### config.mk
export PLATFORM = sky130hd
export DESIGN_NAME = atx_tx
export DESIGN_NICKNAME = d
export VERILOG_FILES = /design/src/atx_pkg.sv /design/src/atx_tx.sv
export VERILOG_INCLUDE_DIRS = /design/src
export SDC_FILE = /design/constraint.sdc
export NUM_CORES = 2
export LEC_CHECK = 0
export BUFFER_PORTS_ARGS = -buffer_cell sky130_fd_sc_hd__buf_2
export CAP_MARGIN = 5
export CORE_MARGIN = 2
export CORE_UTILIZATION = 60
export DETAILED_ROUTE_END_ITERATION = 10
export GPL_ROUTABILITY_DRIVEN = 1
export PLACE_DENSITY_LB_ADDON = 0.15
export SYNTH_ARGS = -nofsm -noshare
export SYNTH_HDL_FRONTEND = slang
export SYNTH_SLANG_ARGS = --single-unit
### constraint.sdc
create_clock -name clk -period 14.94 [get_ports clk]
set_input_delay 0.747 -clock clk [delete_from_list [all_inputs] [get_ports clk]]
set_output_delay 0.747 -clock clk [all_outputs]
set_load 0.01 [all_outputs]
### src/atx_params.svh
// constants of the multichannel i2s/lj transmitter
`ifndef ATX_PARAMS_SVH
`define ATX_PARAMS_SVH
`define ATX_FMT_I2S 2'h1
`define ATX_FMT_LJ 2'h2
`define ATX_WLEN_RST 2'h3
`define ATX_CLK_KHZ 250000
`define ATX_FS_MIN_KHZ 8
`define ATX_FS_MAX_KHZ 768
`define ATX_BCLK_MIN_KHZ 256
`define ATX_BCLK_MAX_KHZ 24576
`define ATX_FRAME_CYC_MAX (`ATX_CLK_KHZ / `ATX_FS_MIN_KHZ)
`define ATX_FRAME_CYC_MIN ((`ATX_CLK_KHZ + `ATX_FS_MAX_KHZ - 1) / `ATX_FS_MAX_KHZ)
`define ATX_SLOT_RIGHT_BIT 5
`endif

### src/atx_pkg.sv
// types of the multichannel i2s/lj transmitter
package atx_pkg;
    typedef struct packed {
        logic [1:0] serial_format_select;
        logic [1:0] sample_word_length;
        logic [4:0] slot_offset;
        logic late_latch;
        logic master_en;
        logic bit_clock_invert;
        logic tristate_en;
        logic bus_hold_en;
        logic second_lane_en;
        logic daisy_en;
        logic auto_clk_en;
    } atx_cfg_s;
    typedef struct packed {
        logic clk_err;
        logic phase_err;
        logic [3:0] ratio_idx;
        logic [15:0] frame_cycles;
    } atx_status_s;
    typedef enum logic {LD_IDLE, LD_RUN} atx_load_e;
endpackage

### src/atx_tx.sv
// multichannel i2s/lj transmitter with sample fifo and clock auto-detect
`timescale 1ns/10ps
`default_nettype none
`include "atx_params.svh"

module atx_fifo #(
    parameter int WIDTH = 32,
    parameter int DEPTH = 16
) (
    input wire logic clk,
    input wire logic rst_n,
    input wire logic in_valid,
    output logic in_ready,
    input wire logic [WIDTH-1:0] in_data,
    output logic out_valid,
    input wire logic out_ready,
    output logic [WIDTH-1:0] out_data
);
    localparam int AW = $clog2(DEPTH);
    logic [WIDTH-1:0] mem [DEPTH];
    logic [AW-1:0] wr_ptr;
    logic [AW-1:0] rd_ptr;
    logic [AW:0] count;
    logic push;
    logic pop;

    assign in_ready = (count != (AW+1)'(DEPTH));
    assign out_valid = (count != '0);
    assign push = in_valid && in_ready;
    assign pop = out_valid && out_ready;
    assign out_data = mem[rd_ptr];

    always_ff @(posedge clk) begin
        if (push) begin
            mem[wr_ptr] <= in_data;
        end
    end

    always_ff @(posedge clk or negedge rst_n) begin
        if (!rst_n) begin
            wr_ptr <= '0;
            rd_ptr <= '0;
            count <= '0;
        end else begin
            if (push) begin
                wr_ptr <= (wr_ptr == AW'(DEPTH - 1)) ? '0 : wr_ptr + 1'b1;
            end
            if (pop) begin
                rd_ptr <= (rd_ptr == AW'(DEPTH - 1)) ? '0 : rd_ptr + 1'b1;
            end
            if (push && !pop) begin
                count <= count + 1'b1;
            end else if (pop && !push) begin
                count <= count - 1'b1;
            end
        end
    end

    AST_FIFO_COUNT: assert property (@(posedge clk) disable iff (!rst_n)
        (push && !pop) |=> (count == $past(count) + 1'b1))
        else $error("fifo count did not follow a push");
endmodule

module atx_tx
    import atx_pkg::*;
#(
    parameter int BCLK_HALF_DIV = 6,
    parameter int FIFO_DEPTH = 16
) (
    input wire logic clk,
    input wire logic rst_n,
    input wire atx_cfg_s cfg,
    input wire logic [3:0] ch_en,
    input wire logic [3:0][5:0] ch_slot,
    input wire logic [10:0] master_half_bits,
    input wire logic frame_resync,
    input wire logic smp_valid,
    output logic smp_ready,
    input wire logic [31:0] smp_data,
    input wire logic bit_clk_pin_in,
    output logic bit_clk_pin_out,
    output logic bit_clk_pin_oe_n,
    input wire logic frame_sync_pin_in,
    output logic frame_sync_pin_out,
    output logic frame_sync_pin_oe_n,
    output logic sdout,
    output logic sdout_oe_n,
    output logic sdout_keep,
    output logic general_pin_one_out,
    output logic general_pin_one_oe_n,
    input wire logic general_input_pin,
    output atx_status_s clock_detect_status
);
    localparam int DW = $clog2(BCLK_HALF_DIV + 1);

    function automatic logic [5:0] word_len(input logic [1:0] code);
        case (code)
            2'h0: word_len = 6'h10;
            2'h1: word_len = 6'h14;
            2'h2: word_len = 6'h18;
            default: word_len = 6'h20;
        endcase
    endfunction

    function automatic logic [3:0] ratio_idx(input logic [11:0] r);
        case (r)
            12'h010: ratio_idx = 4'h1;
            12'h018: ratio_idx = 4'h2;
            12'h020: ratio_idx = 4'h3;
            12'h030: ratio_idx = 4'h4;
            12'h040: ratio_idx = 4'h5;
            12'h060: ratio_idx = 4'h6;
            12'h080: ratio_idx = 4'h7;
            12'h0c0: ratio_idx = 4'h8;
            12'h100: ratio_idx = 4'h9;
            12'h180: ratio_idx = 4'ha;
            12'h200: ratio_idx = 4'hb;
            12'h400: ratio_idx = 4'hc;
            12'h800: ratio_idx = 4'hd;
            default: ratio_idx = 4'h0;
        endcase
    endfunction

    logic rst_m;
    logic rst_q_n;
    logic [2:0] p1, p2, p3, pin_st;
    logic [DW-1:0] div_cnt;
    logic bclk_m, fs_m, force_left, m_fall;
    logic [10:0] half_cnt;
    logic is_i2s, is_lj, fmt_ok;
    logic bclk_sel, fs_sel, bclk_d, rise, fall;
    logic right, new_right, pstart, fstart, evt, go, emit;
    logic [5:0] dly, d0, bitc, slotc, nb, ns, wl;
    logic [11:0] pbits, need;
    logic [1:0] lane_own, lane_bit;
    logic mute;
    logic [31:0] cur [4];
    logic [31:0] nxt [4];
    atx_load_e ld_st;
    logic [1:0] ld_idx;
    logic ld_pop, fifo_valid;
    logic [31:0] fifo_data;
    logic [11:0] rcnt;
    logic [15:0] ccnt;
    logic next_err;

    // async assert, two-flop release
    always_ff @(posedge clk or negedge rst_n) begin
        if (!rst_n) begin
            rst_m <= 1'b0;
            rst_q_n <= 1'b0;
        end else begin
            rst_m <= 1'b1;
            rst_q_n <= rst_m;
        end
    end

    // pin inputs: a level counts once the second and third stage agree
    always_ff @(posedge clk or negedge rst_q_n) begin
        if (!rst_q_n) begin
            p1 <= '0;
            p2 <= '0;
            p3 <= '0;
            pin_st <= '0;
        end else begin
            p1 <= {general_input_pin, frame_sync_pin_in, bit_clk_pin_in};
            p2 <= p1;
            p3 <= p2;
            pin_st <= (p2 & ~(p2 ^ p3)) | (pin_st & (p2 ^ p3));
        end
    end

    assign is_i2s = (cfg.serial_format_select == `ATX_FMT_I2S);
    assign is_lj = (cfg.serial_format_select == `ATX_FMT_LJ);
    assign fmt_ok = is_i2s || is_lj;
    assign wl = word_len(cfg.sample_word_length);

    // master clock generation from the system clock
    assign m_fall = bclk_m && !frame_resync && (div_cnt == DW'(BCLK_HALF_DIV - 1));

    always_ff @(posedge clk or negedge rst_q_n) begin
        if (!rst_q_n) begin
            div_cnt <= '0;
            bclk_m <= 1'b0;
        end else if (frame_resync) begin
            div_cnt <= '0;
            bclk_m <= 1'b1;
        end else if (div_cnt == DW'(BCLK_HALF_DIV - 1)) begin
            div_cnt <= '0;
            bclk_m <= ~bclk_m;
        end else begin
            div_cnt <= div_cnt + 1'b1;
        end
    end

    // frame sync moves only together with a bit-clock fall
    always_ff @(posedge clk or negedge rst_q_n) begin
        if (!rst_q_n) begin
            fs_m <= 1'b0;
            half_cnt <= '0;
            force_left <= 1'b1;
        end else if (frame_resync) begin
            force_left <= 1'b1;
        end else if (m_fall) begin
            if (force_left || half_cnt == master_half_bits - 11'h1) begin
                fs_m <= force_left ? is_lj : ~fs_m;
                half_cnt <= '0;
                force_left <= 1'b0;
            end else begin
                half_cnt <= half_cnt + 11'h1;
            end
        end
    end

    assign bit_clk_pin_out = bclk_m ^ cfg.bit_clock_invert;
    assign bit_clk_pin_oe_n = !cfg.master_en;
    assign frame_sync_pin_out = fs_m;
    assign frame_sync_pin_oe_n = !cfg.master_en;

    assign bclk_sel = cfg.master_en ? bclk_m : (pin_st[0] ^ cfg.bit_clock_invert);
    assign fs_sel = cfg.master_en ? fs_m : pin_st[1];
    assign rise = bclk_sel && !bclk_d;
    assign fall = !bclk_sel && bclk_d;
    // i2s: low is left; lj: high is left
    assign new_right = is_lj ? !fs_sel : fs_sel;
    assign pstart = fmt_ok && (new_right != right);
    assign fstart = pstart && !new_right;
    assign evt = pstart || fall;

    // lj msb goes out at the phase edge itself, i2s one fall later
    always_comb begin
        d0 = pstart ? (6'(cfg.slot_offset) + 6'(is_i2s) + 6'(cfg.late_latch)) : dly;
        go = fmt_ok && evt && (d0 == 6'h0);
        nb = pstart ? 6'h0 : bitc;
        ns = pstart ? 6'h0 : slotc;
    end

    always_ff @(posedge clk or negedge rst_q_n) begin
        if (!rst_q_n) begin
            bclk_d <= 1'b0;
            right <= 1'b0;
            dly <= '0;
            bitc <= '0;
            slotc <= '0;
            emit <= 1'b0;
        end else begin
            bclk_d <= bclk_sel;
            right <= new_right;
            emit <= go;
            if (evt) begin
                dly <= (d0 != 6'h0) ? d0 - 6'h1 : 6'h0;
            end
            if (go) begin
                bitc <= (nb == wl - 6'h1) ? 6'h0 : nb + 6'h1;
                slotc <= (nb == wl - 6'h1 && !ns[5]) ? ns + 6'h1 : ns;
            end else if (pstart) begin
                bitc <= '0;
                slotc <= '0;
            end
        end
    end

    // slot match and lane steering
    always_comb begin
        lane_own = '0;
        lane_bit = '0;
        for (int c = 0; c < 4; c++) begin
            if (ch_en[c] && !ns[5] && ch_slot[c] == {new_right, ns[4:0]}) begin
                lane_own[c >= 2 && cfg.second_lane_en] = 1'b1;
                lane_bit[c >= 2 && cfg.second_lane_en] = !mute &&
                    (fstart ? nxt[c][5'h1f - nb[4:0]] : cur[c][5'h1f - nb[4:0]]);
            end
        end
    end

    always_ff @(posedge clk or negedge rst_q_n) begin
        if (!rst_q_n) begin
            sdout <= 1'b0;
            sdout_oe_n <= 1'b1;
            sdout_keep <= 1'b0;
        end else if (evt) begin
            if (go && lane_own[0]) begin
                sdout <= lane_bit[0];
                sdout_oe_n <= 1'b0;
                sdout_keep <= 1'b0;
            end else if (cfg.daisy_en) begin
                sdout <= pin_st[2];
                sdout_oe_n <= 1'b0;
                sdout_keep <= 1'b0;
            end else if (cfg.tristate_en) begin
                sdout_oe_n <= 1'b1;
                sdout_keep <= cfg.bus_hold_en;
                if (!cfg.bus_hold_en) begin
                    sdout <= 1'b0;
                end
            end else begin
                sdout <= 1'b0;
                sdout_oe_n <= 1'b0;
                sdout_keep <= 1'b0;
            end
        end
    end

    always_ff @(posedge clk or negedge rst_q_n) begin
        if (!rst_q_n) begin
            general_pin_one_out <= 1'b0;
            general_pin_one_oe_n <= 1'b1;
        end else if (!cfg.second_lane_en) begin
            general_pin_one_out <= 1'b0;
            general_pin_one_oe_n <= 1'b1;
        end else if (evt) begin
            general_pin_one_out <= go && lane_own[1] && lane_bit[1];
            general_pin_one_oe_n <= !(go && lane_own[1]) && cfg.tristate_en;
        end
    end

    // next-frame words fill while the current frame is on the wire
    assign ld_pop = (ld_st == LD_RUN) && ch_en[ld_idx] && fifo_valid;

    always_ff @(posedge clk or negedge rst_q_n) begin
        if (!rst_q_n) begin
            ld_st <= LD_IDLE;
            ld_idx <= '0;
            for (int c = 0; c < 4; c++) begin
                cur[c] <= '0;
                nxt[c] <= '0;
            end
        end else begin
            if (fstart) begin
                for (int c = 0; c < 4; c++) begin
                    cur[c] <= nxt[c];
                end
            end
            case (ld_st)
                LD_IDLE: begin
                    if (fstart) begin
                        ld_st <= LD_RUN;
                        ld_idx <= '0;
                    end
                end
                LD_RUN: begin
                    if (ld_pop || !ch_en[ld_idx]) begin
                        if (ld_pop) begin
                            nxt[ld_idx] <= fifo_data;
                        end
                        ld_idx <= ld_idx + 2'h1;
                        if (ld_idx == 2'h3) begin
                            ld_st <= LD_IDLE;
                        end
                    end
                end
                default: ld_st <= LD_IDLE;
            endcase
        end
    end

    atx_fifo #(
        .WIDTH(32),
        .DEPTH(FIFO_DEPTH)
    ) u_fifo (
        .clk(clk),
        .rst_n(rst_q_n),
        .in_valid(smp_valid),
        .in_ready(smp_ready),
        .in_data(smp_data),
        .out_valid(fifo_valid),
        .out_ready(ld_pop),
        .out_data(fifo_data)
    );

    // per-phase length check against active slots
    always_comb begin
        need = '0;
        for (int c = 0; c < 4; c++) begin
            if (ch_en[c] && ch_slot[c][`ATX_SLOT_RIGHT_BIT] == right) begin
                need = need + 12'(wl);
            end
        end
    end

    // clock detection per frame; clk_err only under auto config, phase_err always
    always_comb begin
        next_err = cfg.auto_clk_en && (ratio_idx(rcnt) == 4'h0 ||
            32'(ccnt) < 32'(`ATX_FRAME_CYC_MIN) || 32'(ccnt) > 32'(`ATX_FRAME_CYC_MAX) ||
            32'(ccnt) * 32'(`ATX_BCLK_MAX_KHZ) < 32'(rcnt) * 32'(`ATX_CLK_KHZ) ||
            32'(ccnt) * 32'(`ATX_BCLK_MIN_KHZ) > 32'(rcnt) * 32'(`ATX_CLK_KHZ));
    end

    assign mute = clock_detect_status.clk_err;

    always_ff @(posedge clk or negedge rst_q_n) begin
        if (!rst_q_n) begin
            pbits <= '0;
            rcnt <= '0;
            ccnt <= '0;
            clock_detect_status <= '0;
        end else begin
            if (pstart) begin
                pbits <= {11'h0, rise};
                clock_detect_status.phase_err <= (pbits < need);
            end else if (rise && pbits != 12'hfff) begin
                pbits <= pbits + 12'h1;
            end
            if (fstart) begin
                clock_detect_status.ratio_idx <= ratio_idx(rcnt);
                clock_detect_status.frame_cycles <= ccnt;
                clock_detect_status.clk_err <= next_err;
                rcnt <= {11'h0, rise};
                ccnt <= 16'h1;
            end else begin
                if (rise && rcnt != 12'hfff) begin
                    rcnt <= rcnt + 12'h1;
                end
                if (ccnt != 16'hffff) begin
                    ccnt <= ccnt + 16'h1;
                end else begin
                    // frame sync has stopped
                    clock_detect_status.clk_err <= cfg.auto_clk_en;
                end
            end
        end
    end

    AST_LJ_MSB_AT_EDGE: assert property (@(posedge clk) disable iff (!rst_q_n)
        (is_lj && pstart && cfg.slot_offset == 5'h0 && !cfg.late_latch) |=> emit)
        else $error("lj msb not launched at frame-sync edge");
    AST_I2S_MSB_DELAYED: assert property (@(posedge clk) disable iff (!rst_q_n)
        (is_i2s && pstart) |=> !emit)
        else $error("i2s msb launched without the one-bit delay");
    AST_EMIT_ON_FALL: assert property (@(posedge clk) disable iff (!rst_q_n)
        emit |-> $past(fall || pstart))
        else $error("data bit changed off a bit-clock fall");
    AST_FS_ON_FALL: assert property (@(posedge clk) disable iff (!rst_q_n)
        (cfg.master_en && $changed(frame_sync_pin_out)) |-> $fell(bclk_m))
        else $error("frame sync moved off a bit-clock fall");
    AST_OFFSET_ONE: assert property (@(posedge clk) disable iff (!rst_q_n)
        (is_lj && pstart && cfg.slot_offset == 5'h1 && !cfg.late_latch) |=> !emit)
        else $error("offset of one did not delay the slot start");
    AST_MUTE: assert property (@(posedge clk) disable iff (!rst_q_n)
        (go && lane_own[0] && mute) |=> (!sdout && !sdout_oe_n))
        else $error("owned slot not muted under clock error");
    AST_TRISTATE: assert property (@(posedge clk) disable iff (!rst_q_n)
        (evt && !(go && lane_own[0]) && !cfg.daisy_en && cfg.tristate_en) |=> sdout_oe_n)
        else $error("data driven in a slot not owned");
    AST_HOLD: assert property (@(posedge clk) disable iff (!rst_q_n)
        (evt && !(go && lane_own[0]) && !cfg.daisy_en && cfg.tristate_en && cfg.bus_hold_en)
        |=> (sdout_keep && $stable(sdout)))
        else $error("bus holder lost the last level");
    AST_BAD_RATIO: assert property (@(posedge clk) disable iff (!rst_q_n)
        (fstart && cfg.auto_clk_en && ratio_idx(rcnt) == 4'h0) |=> clock_detect_status.clk_err)
        else $error("unsupported ratio not flagged");
endmodule
`default_nettype wire

==> impl_metrics.py <==
metrics = {
    "critical_path": {
        "r2r_cells": 21,
        "crit_fanout": 13,
        "path_class": "reg -> reg",
        "r2r_end": "mute$_DFFE_PN0P_",
        "regToRegStartpoint": "rcnt[3]$_DFFE_PN0P_",
        "crit_arrival_ns": 6.49,
        "setup.worst_path.start": "rcnt[3]$_DFFE_PN0P_",
        "crit_required_ns": 15.52,
        "cp-start-kind": "flop",
        "critPathCapture": "mute$_DFFE_PN0P_",
        "rrSetupSlack_ns": 9.02,
        "crit_path_end_kind": "flop",
    },
    "detailed_routing": {
        "highest_layer": "met5",
        "route.met3.wl_um": 6430,
        "vias": 27720,
        "drc": 0,
        "ant_nets": 0,
        "dr.first_iter.drc_count": 2453,
        "vias_per_cell": 6.05,
        "wl_met1_um": 44200,
        "dr_wl_met2_um": 50100,
        "dr.pass1.iters": 6,
        "wl_per_cell_um": 22.6,
        "wl_um": 103000,
    },
    "clock_tree": {
        "clk_path_buf_depth": 3,
        "cts_htree_levels": 3,
        "clkTransAtPathRegs_ns": 0.06,
        "post_cts_resize_count": 0,
        "cts_tree": "built",
        "clk_latency_ns": 0.66,
        "clock-sinks": 902,
        "ctsHoldBuffers": 1,
        "numCtsBuffers": 90,
        "root_buffer": "clkbuf_16",
        "post_cts.repair.setup_buffers": 0,
    },
    "die": {
        "core_um2": 71700,
        "dieHeight_um": 274,
        "start_util": 0.608,
        "die-area_um2": 74900,
        "fp-row-count": 98,
        "io_pins": 127,
        "fp.dieW_um": 274,
    },
    "place": {
        "placed_area_um2": 45300,
        "routabilityCongestion": 0.892,
        "hpwlAfterDp_um": 64800,
        "port_buffers": 126,
    },
    "synth": {
        "ys_types": 81,
        "synth_nets": 3797,
        "synthTopCellsByCount": "nand2_1 (560), edfxtp_1 (512), dfrtp_1 (387), ha_1 (206), mux2_2 (178)",
        "syn_inst": 3456,
        "yosysMostFrequentCell": "nand2_1",
        "synth_top_area_cell": "edfxtp_1",
        "synth_edf_count": 512,
        "syn_avg_cell_area_um2": 12.6,
        "ys_ff_latch": 902,
        "async_reset_ff_frac": 0.432,
        "synth_area_um2": 43600,
        "yosys-top-cells-area": "edfxtp_1 (35%), dfrtp_1 (22%), ha_1 (5.9%), nand2_1 (4.8%), mux2_2 (4.6%)",
        "synth_ff_type": "edfxtp_1",
        "yosys.area.top_type_share": 0.352,
        "synth_warnings": 0,
        "yosysSeqAreaShare": 0.576,
    },
    "global_route": {
        "grt_usage": 0.281,
        "grt_pass1_vias": 28187,
        "antenna_found_initial": 6,
        "grt_pass1_wl_um": 161000,
        "grt_start_max_net_pins": 168,
        "overflow": 0,
    },
    "timing": {
        "tightest_slew_ns": 1.17,
        "whs_ns": 0.195,
        "fin_crit_sh": 0.396,
        "rsz0062_at_grt": "false",
        "max_freq_ghz": 0.169,
        "period_needed_ns": 5.92,
        "setup_viol": 0,
        "finalHoldViolations": 0,
        "maxSlewViolCount": 0,
        "fin_tns_setup_ns": 0,
        "relSlewSlack": 0.222,
        "fin_skew_ns": 0.0300,
    },
    "final_layout": {
        "synthToLayoutAreaGrowth_pct": 10.6,
        "fillers": 5141,
        "post-route-cell-area_um2": 48300,
        "layout.nets": 3901,
        "drive_gt1_frac": 0.170,
    },
    "run": {
        "maxCapViolations": 0,
    },
    "pwr": {
        "power_uw": 8760,
        "leakage_uw": 0.0198,
        "vdd.ir_drop.worst_mv": 0.168,
        "power.density_nw_per_um2": 181,
    },
    "hold_path": {
        "hold_class": "in -> reg",
    },
    "outcome": {
        "status": "finished, final reports clean",
    },
}
[registers in the layout, indices dropped and copies added (netlist names), 4 cells and up, named ones only]
name	flops
rcnt	12
u_fifo.mem	512
u_fifo.count	5
slotc	6
nxt	128
u_fifo.wr_ptr	4
ccnt	16
dly	6
u_fifo.rd_ptr	4
cur	128
bitc	6
pbits	12
half_cnt	11
clock_detect_status	21
[power breakdown]
part	switching [µW]	total, µW	internal [µW]
Sequential	347	3530	3190
Combinational	1770	2970	1210
Clock	967	2260	1290
Total	3080	8760	5680
[metrics by stage]
step           setup WS (ns)  instances  utilization
6_report                9.02       4580        0.673
5_1_grt                 8.61       4579        0.673
4_1_cts                 8.99       4578        0.673
3_5_place_dp            9.03       4417        0.632
3_3_place_gp            9.17       4417        0.632
2_1_floorplan           3.27       3456            -
[placed cells by master, fill, tap and decap left out, types with 136 or more instances in the layout]
cell type / instances
mux2_2: 178
dfrtp_1: 381
o21ai_0: 175
a21oi_1: 136
edfxtp_1: 512
ha_1: 206
inv_1: 149
nand2_1: 559
[worst min path at each step]
stage          cells after the start         startpoint  slack, ns                end
6_report                           1  general_input_pin       0.20    p1[2]$_DFF_PN0_
5_1_grt                            1  general_input_pin       0.18    p1[2]$_DFF_PN0_
4_1_cts                            1  general_input_pin       0.16    p1[2]$_DFF_PN0_
3_5_place_dp                       0    p1[2]$_DFF_PN0_       0.34    p2[2]$_DFF_PN0_
3_3_place_gp                       0    rst_m$_DFF_PN0_       0.34  rst_q_n$_DFF_PN0_
2_1_floorplan                      0    p1[0]$_DFF_PN0_       0.33    p2[0]$_DFF_PN0_
[critical path, stage by stage, from the launching register on]
cell and delay [ns]:
dfrtp_1 0.62, fa_1 0.51, ha_1 0.32, fa_1 0.48, fa_1 0.56, inv_1 0.06
fa_1 0.54, inv_1 0.05, ha_1 0.33, a21oi_1 0.08, a31oi_1 0.38, a21o_1 0.18
a21oi_1 0.07, xor2_1 0.17, ha_1 0.23, or3_1 0.37, a41o_1 0.21, nand2_1 0.06
a21o_1 0.14, a21oi_1 0.07, o31ai_1 0.28, a32o_1 0.16
[cell families (layout without fill, tap and decap cells)]
| logic type | count (synthesis) | count (layout) | share of synthesized area |
|---|---|---|---|
| and+or+nand+nor | 932 | 932 | 0.0926 |
| DFF | 902 | 902 | 0.576 |
| buffers and inverters | 304 | 476 | 0.0272 |
| other | 1 | 3 | 0.0000859 |
| AOI/OAI and AO/OA | 543 | 543 | 0.0786 |
| muxes | 390 | 390 | 0.119 |
| xor gates and xnor gates | 135 | 135 | 0.0281 |
| adders and majority gates | 249 | 249 | 0.0781 |
[routing by layer]
layer  track usage  up-vias
met2         0.459      828
met3        0.0522      170
met1         0.385    13988
li1              -    12724
met4        0.0860       10
met5             0        -
[final cells by class]
| type | count | area [µm²] | area share |
|---|---|---|---|
| repair buffers | 167 | 978 | 0.0203 |
| multi-input cells | 2250 | 17400 | 0.361 |
| diodes | 2 | 5.00 | 0.000104 |
| flip-flops and latches | 902 | 25200 | 0.521 |
| clock inverters | 47 | 554 | 0.0115 |
| well taps | 950 | 1190 | 0.0246 |
| inverters | 149 | 559 | 0.0116 |
| clock buffers | 113 | 2400 | 0.0497 |
Note: power is estimated with default switching activity, not from simulation.
